<file path="config.mk">
export PLATFORM = sky130hd
export DESIGN_NAME = albps_slave
export DESIGN_NICKNAME = d
export VERILOG_FILES = /design/src/rtl/albps_pkg.sv /design/src/rtl/albps_sync.sv /design/src/rtl/albps_slave.sv
export SDC_FILE = /design/constraint.sdc
export NUM_CORES = 1
export LEC_CHECK = 0
export BUFFER_PORTS_ARGS = -buffer_cell sky130_fd_sc_hd__buf_2
export CAP_MARGIN = 30
export CORE_MARGIN = 4
export CORE_UTILIZATION = 55
export CTS_BUF_LIST = sky130_fd_sc_hd__clkbuf_8 sky130_fd_sc_hd__clkbuf_16
export DETAILED_ROUTE_END_ITERATION = 8
export PLACE_DENSITY = 0.89
export SLEW_MARGIN = 5
export SYNTH_ARGS = -nofsm -noshare
export SYNTH_HDL_FRONTEND = slang
export SYNTH_SLANG_ARGS = --single-unit
</file>
<file path="constraint.sdc">
create_clock -name clk -period 7.15 [get_ports clk]
set_input_delay 2.145 -clock clk [delete_from_list [all_inputs] [get_ports clk]]
set_output_delay 2.145 -clock clk [all_outputs]
set_load 0.01 [all_outputs]
</file>
<file path="src/rtl/albps_pkg.sv">
// package: constants and carriers of the asynchronous local bus slave
package albps_pkg;

    // ========================================
    // bus widths
    localparam int ADDR_W = 16;
    localparam int DATA_W = 16;

    // ========================================
    // timing, ns and cycles at 100 MHz
    localparam int CLK_PERIOD_NS      = 10;
    localparam int WRITE8_MAX_NS      = 180;
    localparam int WRITE16_MAX_NS     = 260;
    localparam int COLL_MAX_NS        = 20;
    localparam int READ_DELAY_NS      = 20;
    localparam int READ8_INT_MAX_NS   = 220;
    localparam int READ16_INT_MAX_NS  = 300;
    // longest times round down
    localparam int WRITE8_CYC  = WRITE8_MAX_NS / CLK_PERIOD_NS;
    localparam int WRITE16_CYC = WRITE16_MAX_NS / CLK_PERIOD_NS;
    localparam int COLL_CYC    = COLL_MAX_NS / CLK_PERIOD_NS;
    localparam int RDLY_CYC    = READ_DELAY_NS / CLK_PERIOD_NS;
    localparam int READ8_CYC   = READ8_INT_MAX_NS / CLK_PERIOD_NS;
    localparam int READ16_CYC  = READ16_INT_MAX_NS / CLK_PERIOD_NS;
    localparam int CNT_W       = 6;

    // ========================================
    // carriers
    typedef struct packed {
        logic [ADDR_W-1:0] addr;
        logic [DATA_W-1:0] data;
        logic [1:0]        lanes;
    } albps_wr_s;

    typedef struct packed {
        logic        csN;
        logic        rdN;
        logic        wrN;
    } albps_strobe_s;

endpackage

</file>
<file path="src/rtl/albps_sync.sv">
// three-stage input synchroniser with agreement filter
`timescale 1ns/1ps
module albps_sync
#(
    parameter logic RST_VAL = 1'b1
)
(
    // clock and reset
    input  wire logic clk,
    input  wire logic nrst,
    // pin in, filtered level out
    input  wire logic pin,
    output logic      level
);
    logic s1;
    logic s2;
    logic s3;
    logic next_level;

    // change counts once stages two and three agree
    always_comb
    begin
        next_level = (s2 == s3) ? s3 : level;
    end

    always_ff @(posedge clk or negedge nrst)
    begin
        if (!nrst)
        begin
            s1    <= RST_VAL;
            s2    <= RST_VAL;
            s3    <= RST_VAL;
            level <= RST_VAL;
        end
        else
        begin
            s1    <= pin;
            s2    <= s1;
            s3    <= s2;
            level <= next_level;
        end
    end
endmodule

</file>
<file path="src/rtl/albps_slave.sv">
// asynchronous 8/16-bit local bus slave with busy handshake
// Notes on behaviour
// - default: write starts at strobe rising edge
// - option: write starts at strobe falling edge
// - busy driven only under chip select
// - busy held until internal write finishes
// - pending write finishes before read runs
// - busy continuous across write then read
// - delayed read busy adds 20 ns
// - write takes 180 or 260 ns
// - same-address read after 8-bit write adds collision, rising-edge write mode only
// - other cases add no collision delay
// - data driven under read, released otherwise
// - read data valid when busy drops
`timescale 1ns/1ps
module albps_slave
(
    // clock and reset
    input  wire logic                        clk,
    input  wire logic                        nrst,
    // configuration
    input  wire logic                        busWide,
    input  wire logic                        writeOnFall,
    input  wire logic                        delayedReadBusy,
    // host bus pins
    input  wire logic                        chipSelectN,
    input  wire logic                        readStrobeN,
    input  wire logic                        write_strobe_low,
    input  wire logic                        byte_high_enable,
    input  wire logic [albps_pkg::ADDR_W-1:0] addrIn,
    input  wire logic [albps_pkg::DATA_W-1:0] dataIn,
    output logic      [albps_pkg::DATA_W-1:0] dataOut,
    output logic                             dataOeN,
    output logic                             busy,
    output logic                             busyOeN,
    // internal memory port
    output logic                             memWrite,
    output logic                             memRead,
    output logic      [albps_pkg::ADDR_W-1:0] memAddr,
    output logic      [albps_pkg::DATA_W-1:0] memWdata,
    output logic      [1:0]                  memLanes,
    input  wire logic [albps_pkg::DATA_W-1:0] memRdata
);
    import albps_pkg::*;

    // ========================================
    // synchronised strobes
    albps_strobe_s st;
    albps_sync u_cs (.clk(clk), .nrst(nrst), .pin(chipSelectN), .level(st.csN));
    albps_sync u_rd (.clk(clk), .nrst(nrst), .pin(readStrobeN), .level(st.rdN));
    albps_sync u_wr (.clk(clk), .nrst(nrst), .pin(write_strobe_low), .level(st.wrN));

    logic prevWrN;
    logic wrFall;
    logic wrRise;
    logic csOn;
    logic rdOn;
    assign wrFall = prevWrN & ~st.wrN & ~st.csN;
    assign wrRise = ~prevWrN & st.wrN & ~st.csN;
    assign csOn   = ~st.csN;
    assign rdOn   = ~st.csN & ~st.rdN;

    // ========================================
    // lane decode
    function automatic logic [1:0] lanesOf(input logic wide, input logic hiEnN,
                                          input logic a0);
        logic [1:0] l;
        l = 2'h0;
        if (!wide)
            l = a0 ? 2'h2 : 2'h1;
        else
            l = {~hiEnN, ~a0};
        return l;
    endfunction

    // ========================================
    // state machine
    typedef enum logic [3:0]
    {
        ST_IDLE  = 4'h1,
        ST_WRITE = 4'h2,
        ST_READ  = 4'h4,
        ST_DONE  = 4'h8
    } albps_state_e;

    albps_state_e state;
    albps_state_e next_state;
    logic [CNT_W-1:0] cnt;
    logic [CNT_W-1:0] next_cnt;
    albps_wr_s        lastWr;
    albps_wr_s        next_lastWr;
    logic             lastWrValid;
    logic             next_lastWrValid;
    logic             pendingWr;
    logic             next_pendingWr;
    logic [DATA_W-1:0] next_dataOut;
    logic             next_memWrite;
    logic             next_memRead;
    logic             wrTrig;
    logic [1:0]       rdLanes;
    logic             coll;
    logic [CNT_W-1:0] readCyc;

    always_comb
    begin
        // write trigger edge select
        // rising edge by default
        wrTrig  = writeOnFall ? wrFall : wrRise;
        rdLanes = lanesOf(busWide, byte_high_enable, addrIn[0]);
        // same address, an 8-bit write involved
        coll = lastWrValid && !writeOnFall &&
               (lastWr.addr[ADDR_W-1:1] == addrIn[ADDR_W-1:1]) &&
               (lastWr.lanes != 2'h3) && ((lastWr.lanes & rdLanes) != 2'h0);
        readCyc = CNT_W'(((rdLanes == 2'h3) ? READ16_CYC : READ8_CYC) +
                  (coll ? COLL_CYC : 0) + (delayedReadBusy ? RDLY_CYC : 0));
        next_state       = state;
        next_cnt         = cnt;
        next_lastWr      = lastWr;
        next_lastWrValid = lastWrValid;
        next_pendingWr   = pendingWr;
        next_dataOut     = dataOut;
        next_memWrite    = 1'b0;
        next_memRead     = 1'b0;
        // capture on the selected strobe edge
        if (wrTrig)
        begin
            next_lastWr.addr  = addrIn;
            next_lastWr.data  = dataIn;
            next_lastWr.lanes = lanesOf(busWide, byte_high_enable, addrIn[0]);
            next_pendingWr    = 1'b1;
        end
        case (state)
            ST_IDLE:
            begin
                if (pendingWr)
                begin
                    next_state     = ST_WRITE;
                    next_memWrite  = 1'b1;
                    next_pendingWr = wrTrig;
                    next_cnt = CNT_W'((lastWr.lanes == 2'h3) ? WRITE16_CYC : WRITE8_CYC);
                end
                else if (rdOn)
                begin
                    next_state = ST_READ;
                    // idle cycle already shows busy
                    next_cnt   = readCyc - CNT_W'(1);
                end
            end
            ST_WRITE:
            begin
                // write runs on even after chip select drops
                if (cnt <= CNT_W'(1))
                begin
                    next_state       = ST_IDLE;
                    next_lastWrValid = 1'b1;
                    next_cnt         = '0;
                end
                else
                    next_cnt = cnt - CNT_W'(1);
            end
            ST_READ:
            begin
                if (!rdOn)
                    next_state = ST_IDLE;
                else if (cnt <= CNT_W'(1))
                begin
                    next_memRead     = 1'b1;
                    next_dataOut     = memRdata;
                    next_lastWrValid = 1'b0;
                    next_state       = ST_DONE;
                end
                else
                    next_cnt = cnt - CNT_W'(1);
            end
            ST_DONE:
            begin
                if (!rdOn)
                    next_state = ST_IDLE;
            end
            default:
            begin
                next_state = ST_IDLE;
            end
        endcase
    end

    always_ff @(posedge clk or negedge nrst)
    begin
        if (!nrst)
        begin
            state       <= ST_IDLE;
            cnt         <= '0;
            lastWr      <= '0;
            lastWrValid <= 1'b0;
            pendingWr   <= 1'b0;
            dataOut     <= '0;
            memWrite    <= 1'b0;
            memRead     <= 1'b0;
            prevWrN     <= 1'b1;
        end
        else
        begin
            state       <= next_state;
            cnt         <= next_cnt;
            lastWr      <= next_lastWr;
            lastWrValid <= next_lastWrValid;
            pendingWr   <= next_pendingWr;
            dataOut     <= next_dataOut;
            memWrite    <= next_memWrite;
            memRead     <= next_memRead;
            prevWrN     <= st.wrN;
        end
    end

    // ========================================
    // memory port and pins
    // read address must stand while the word is fetched
    assign memAddr  = (state == ST_READ || memRead) ? addrIn : lastWr.addr;
    assign memWdata = lastWr.data;
    assign memLanes = lastWr.lanes;

    assign busyOeN = ~csOn;
    assign busy = csOn && (pendingWr || state == ST_WRITE ||
                  (rdOn && state != ST_DONE));
    // drive data while read strobe and chip select low
    assign dataOeN = ~rdOn;
endmodule

</file>
==> impl_metrics.tcl, run 1 <==
set metrics [dict create \
    hold_viol_final 0 \
    startpoint "addrIn[0]" \
    worstSetupPathDepth 3 \
    area_growth_pct 20.49 \
    chipHeight_um 91.11 \
    drive_gt1_frac 0.5457 \
    core_area_sq_um 6756 \
    rr_endpoint "cnt[3]$_DFFE_PN0P_" \
    cts.sinks 77 \
    placed_area_sq_um 4317 \
    synth_area_sq_um 3799 \
    insertion_delay_ns 0.35 \
    synth_edf_count 0 \
    synth_seq_cells 77 \
    synthMuxAreaShare 0.2059 \
    synth_top_family_by_area "multiplexers" \
    fin_nets 461 \
    reg2reg_depth 10 \
    cpPeakStageDelay_ns 0.27 \
    power_leakage_nw 2.170 \
    antenna_found_initial 0 \
    syn-mean-instance-area_sq_um 12.54 \
    synth_flop_cell "dfrtp_1" \
    cp.arrival_ns 2.69 \
    cp_top_family "buffers and inverters" \
    cts-root-buf "clkbuf_8" \
    cp-end-kind "primary output" \
    cts_hold_buf 0 \
    startpoint_type "input port" \
    synthAdderAreaFrac 0.02108 \
    finalCritPeriodShare 0.6758 \
    dr_total_vias 2750 \
    slew_viol_final 0 \
    grt_pass1_vias 2794 \
    grt_max_degree 78 \
    worstPathRequired_ns 5.01 \
    grt_overflow 0 \
    cts_made_buffers 9 \
    viasPerCell 5.670 \
    regToRegSetupSlack_ns 4.38 \
    cts.clk_slew.worst_paths_ns 0.08 \
    finish.instance_area_sq_um 4577 \
    final_common_cell "buf_2" \
    drc 0 \
    synthSimpleGateAreaFrac 0.09387 \
    setup-tns-final_ns 0 \
    ir_drop_mv 0.2228 \
    dp_hpwl_um 5741 \
    cts_setup_buffers 0 \
    outcome "finished, final reports clean" \
    port_buffers 111 \
    clockBufferDepth 2 \
    crit_type "input port to primary output" \
    rsz0062_at_grt "no" \
    ys_seq_area_frac 0.5119 \
    row_count 30 \
    hp-class "flop to flop" \
    post_drt_wl_per_cell_um 16.73 \
    grt_usage 0.1998 \
    cts_tree "yes" \
    synthArstFlopShare 1.000 \
    fin_skew_ns 0.008853 \
    path_max_fanout 6 \
    reg2reg_from "lastWr[20]$_DFFE_PN0P_" \
    worst-path-buf-inv 2 \
    synth_compound_area_frac 0.07181 \
    fp.dieW_um 91.11 \
    ys_types 54 \
    layout_common_cells "110 x buf_2, 63 x dfrtp_1, 57 x mux2_2" \
    cp_slowest_cell "mux2_2" \
    ctsResizeCount 0 \
    max_cap_viol_count 0 \
    gp_congestion 0.8636 \
    syn_nets 364 \
    power.density_nw_per_um2 327.6 \
    initial_utilization 0.5622 \
    drtIter0Drc 221 \
    ios 112 \
    htree_levels 3 \
    timing.hold.ws_ns 0.3564 \
    antenna_left 0 \
    setup-violations-final 0 \
    grt_pass1_wl_um 13400 \
    diodes 0 \
    fin_crit_ns 4.832 \
    wl_um 8115 \
    path_cells "buf_2, mux2_2, buf_2" \
    synth_xor_area_frac 0.03458 \
    die_area_sq_um 8300 \
    ys_warn_count 0 \
    fmax_mhz 207.0 \
    cpMostUsedCell "buf_2" \
    dr.pass1.iters 4 \
    relSlewSlack 0.3698 \
    max_slew.worst_pin.slew_ns 0.9428 \
    postSynthCellCount 303 \
    endpoint "memAddr[0]" \
]
-- power breakdown --
group	internal [mW]	switching, mW
clock network	0.185	0.165
logic	0.257	0.260
registers	0.542	0.0910
-- worst register-to-register path, cell delays in order (launching register included) --
cell and delay (ns):
dfrtp_1 0.41, xor2_1 0.16, a2111oi_0 0.54, nand4_1 0.14
nor4_1 0.41, ha_1 0.25, ha_1 0.23, nand2b_1 0.07
a211oi_1 0.08, nor3_1 0.26, o22ai_1 0.11
-- cells by family (layout without fill, tap and decap cells) --
| group | after synthesis | after routing |
|---|---|---|
| AO/OA/AOI/OAI | 37 | 37 |
| XOR/XNOR | 15 | 15 |
| adder cells (fa/ha/maj) | 7 | 7 |
| buffers and inverters | 40 | 142 |
| flip-flops | 77 | 77 |
| multiplexers | 67 | 67 |
| AND/OR/NAND/NOR | 60 | 60 |
-- Yosys cell counts (5+ instances only) --
library cell	n	area share
dfrtp_1	63	0.42
mux2_2	57	0.17
buf_4	18	0.036
dfstp_2	14	0.097
nor2_1	12	0.012
nor3_1	11	0.014
inv_1	10	0.0099
xnor2_1	10	0.023
clkbuf_1	9	0.0089
mux2_4	8	0.032
nand2_1	6	0.0059
xor2_1	5	0.012
-- state kept, by name, indices dropped and copies added (netlist names), 2 cells and up --
name      flops
memWdata     16
lastWr       16
state         4
memLanes      2
dataOut      16
cnt           6
-- cell type report --
cell class | count | area, sq um
well taps | 80 | 100.1
flip-flops and latches | 77 | 1944
fillers | 497 | 2180
clock buffers | 11 | 151.4
repair buffers | 116 | 643.1
inverters | 10 | 37.54
multi-input cells | 186 | 1634
clock inverters | 5 | 66.31
-- worst min-delay path by stage --
stage               cells past startpoint                end         startpoint  slack, ns
floorplan                               0  u_cs.s2$_DFF_PN1_  u_cs.s1$_DFF_PN1_       0.35
global placement                        0  u_wr.s2$_DFF_PN1_  u_wr.s1$_DFF_PN1_       0.35
detailed placement                      0  u_rd.s2$_DFF_PN1_  u_rd.s1$_DFF_PN1_       0.35
CTS                                     0  u_rd.s2$_DFF_PN1_  u_rd.s1$_DFF_PN1_       0.36
global route                            0  u_rd.s2$_DFF_PN1_  u_rd.s1$_DFF_PN1_       0.36
finish                                  0  u_rd.s2$_DFF_PN1_  u_rd.s1$_DFF_PN1_       0.36
-- layer usage --
layer | vias up | GRT usage | part of all wire
met3 | 16 | 0.05634 | 0.081
met1 | 1326 | 0.2587 | 0.42
met5 | - | 0 | 0
li1 | 1284 | - | -
met4 | 0 | 0.06030 | 0.014
met2 | 124 | 0.3268 | 0.49
-- per-stage QoR --
step	std cells	total power [mW]	worst slack (ns)	util
after CTS	483	1.506	2.317	0.6711
after detailed placement	467	1.150	2.319	0.6389
after global routing	485	1.593	2.290	0.6774
after floorplan	303	1.015	2.588	-
after global placement	466	1.132	2.342	0.6348
final	485	1.499	2.318	0.6774
Note: power is estimated with default switching activity, not from simulation.
==> run 2: changes to the inputs <==
- CORE_UTILIZATION: 55 -> 52
- PLACE_DENSITY: 0.89 -> 0.85
- clock period: 7.15 -> 4.94 ns (I/O delays scaled with it)
==> run 2 against run 1 <==
Compared with the run above: design area up 0.57%; non-clock buffer count down 1; final cell count up 3.1%; register-to-register slack worse by 2.1 ns; sequential power up 44%; flip-flop and latch count unchanged; clock-buffer cell count down 2; sequential share of layout area down 0.24 points; via count down 1.7%; critical path type is now flop to primary output; highest routed layer unchanged.
==> impl_metrics.tcl, run 2 (synthesized netlist as in run 1, its figures left out) <==
set metrics [dict create \
    grt_usage 0.1920 \
    insertion_delay_ns 0.34 \
    wl_um 8115 \
    fin_cells 500 \
    max_cap_viol_count 0 \
    finish.instance_area_sq_um 4603 \
    cts-root-buf "clkbuf_8" \
    path_max_fanout 10 \
    timing.hold.ws_ns 0.3594 \
    power.density_nw_per_um2 486.3 \
    dp.cells 483 \
    p_total_mw 2.239 \
    timing.final.ws_setup_ns 1.394 \
    drtIter0Drc 133 \
    fin_util 0.6629 \
    cts.clk_slew.worst_paths_ns 0.08 \
    grt_overflow 0 \
    fin_skew_ns 0.006726 \
    grt_pass1_wl_um 13190 \
    regToRegSetupSlack_ns 2.27 \
    clockBufferDepth 2 \
    cts_made_buffers 9 \
    ir_drop_mv 0.3186 \
    grt_max_degree 78 \
    power_leakage_nw 2.173 \
    min_path_cells 0 \
    rsz0062_at_grt "no" \
    placed_area_sq_um 4329 \
    setup-tns-final_ns 0 \
    drc 0 \
    port_buffers 111 \
    startpoint_type "flop" \
    outcome "finished, final reports clean" \
    ios 112 \
    diodes 0 \
    setup-violations-final 0 \
    die_area_sq_um 8737 \
    cts_tree "yes" \
    worstPathRequired_ns 3.46 \
    drive_gt1_frac 0.5446 \
    fmax_mhz 282.0 \
    post_drt_wl_per_cell_um 16.23 \
    area_growth_pct 21.18 \
    core_area_sq_um 6944 \
    fin_nets 460 \
    fp.dieW_um 93.47 \
    reg2reg_depth 3 \
    dr.pass1.iters 4 \
    crit_type "flop to primary output" \
    cts.sinks 77 \
    dp_hpwl_um 5971 \
    cts_setup_buffers 0 \
    initial_utilization 0.5470 \
    ctsResizeCount 0 \
    antenna_left 0 \
    max_slew.worst_pin.slew_ns 1.019 \
    finalCritPeriodShare 0.7179 \
    hold_viol_final 0 \
    grt_pass1_vias 2764 \
    viasPerCell 5.406 \
    preCtsSetupSlack_ns 1.150 \
    layout_common_cells "110 x buf_2, 63 x dfrtp_1, 57 x mux2_2" \
    final_common_cell "buf_2" \
    cp.arrival_ns 2.06 \
    relSlewSlack 0.3186 \
    row_count 30 \
    hp-class "flop to flop" \
    fin_crit_ns 3.546 \
    cts_hold_buf 0 \
    rr_endpoint "dataOut[1]$_DFFE_PN0P_" \
    chipHeight_um 93.47 \
    htree_levels 3 \
    dr_total_vias 2703 \
    cp-end-kind "primary output" \
    slew_viol_final 0 \
    hp-start "u_rd.s1$_DFF_PN1_" \
    hold_end "u_rd.s2$_DFF_PN1_" \
    gp_congestion 0.8977 \
    antenna_found_initial 0 \
    reg2reg_from "state[1]$_DFFE_PN0P_" \
]
run 2: cell count changes in the layout (fill, tap and decap cells not counted):
cell | previous run | this run
clkbuf_8 | 11 | 9
clkinv_2 | 0 | 1
buf_8 | 1 | 0
bufinv_16 | 1 | 3
inv_6 | 1 | 0
buf_12 | 0 | 1
buf_16 | 2 | 1
run 2: cell type report:
cell class	count	area (sq um)
fill	542	2341
sequential	77	1944
multi-input combinational	186	1634
timing repair buffer	115	620.6
clock buffer	9	123.9
clock inverter	7	122.6
tap	96	120.1
inverter	10	37.54
run 2: how the worst max path moves through the flow:
stage	depth (start not counted)	slack, ns	startpoint	to
after global placement	11	1.37	addrIn[2]	cnt[3]$_DFFE_PN0P_
after global routing	4	1.22	state[2]$_DFFE_PN0P_	busy
after floorplan	10	1.62	addrIn[2]	cnt[3]$_DFFE_PN0P_
after CTS	3	1.43	addrIn[0]	memAddr[0]
after detailed placement	11	1.15	addrIn[2]	cnt[3]$_DFFE_PN0P_
final	4	1.39	state[2]$_DFFE_PN0P_	busy
run 2: worst max-delay path, stage by stage (launching register included):
cell     delay (ns)
dfrtp_1        0.45
nor4b_2        0.89
nor3_1         0.12
nor2_1         0.12
buf_2          0.14
run 2: power breakdown:
group / internal [mW] / switching [mW] / total [mW]
Combinational: 0.370 / 0.375 / 0.745
Sequential: 0.785 / 0.129 / 0.913
Clock: 0.339 / 0.241 / 0.580
Total: 1.49 / 0.745 / 2.24
run 2: metal layers:
metal	vias up	GRT usage	wire length, um
met5	-	0	0
met4	0	0.06105	127
met3	13	0.05390	578
met2	90	0.3175	4044
met1	1326	0.2438	3364
li1	1274	-	-
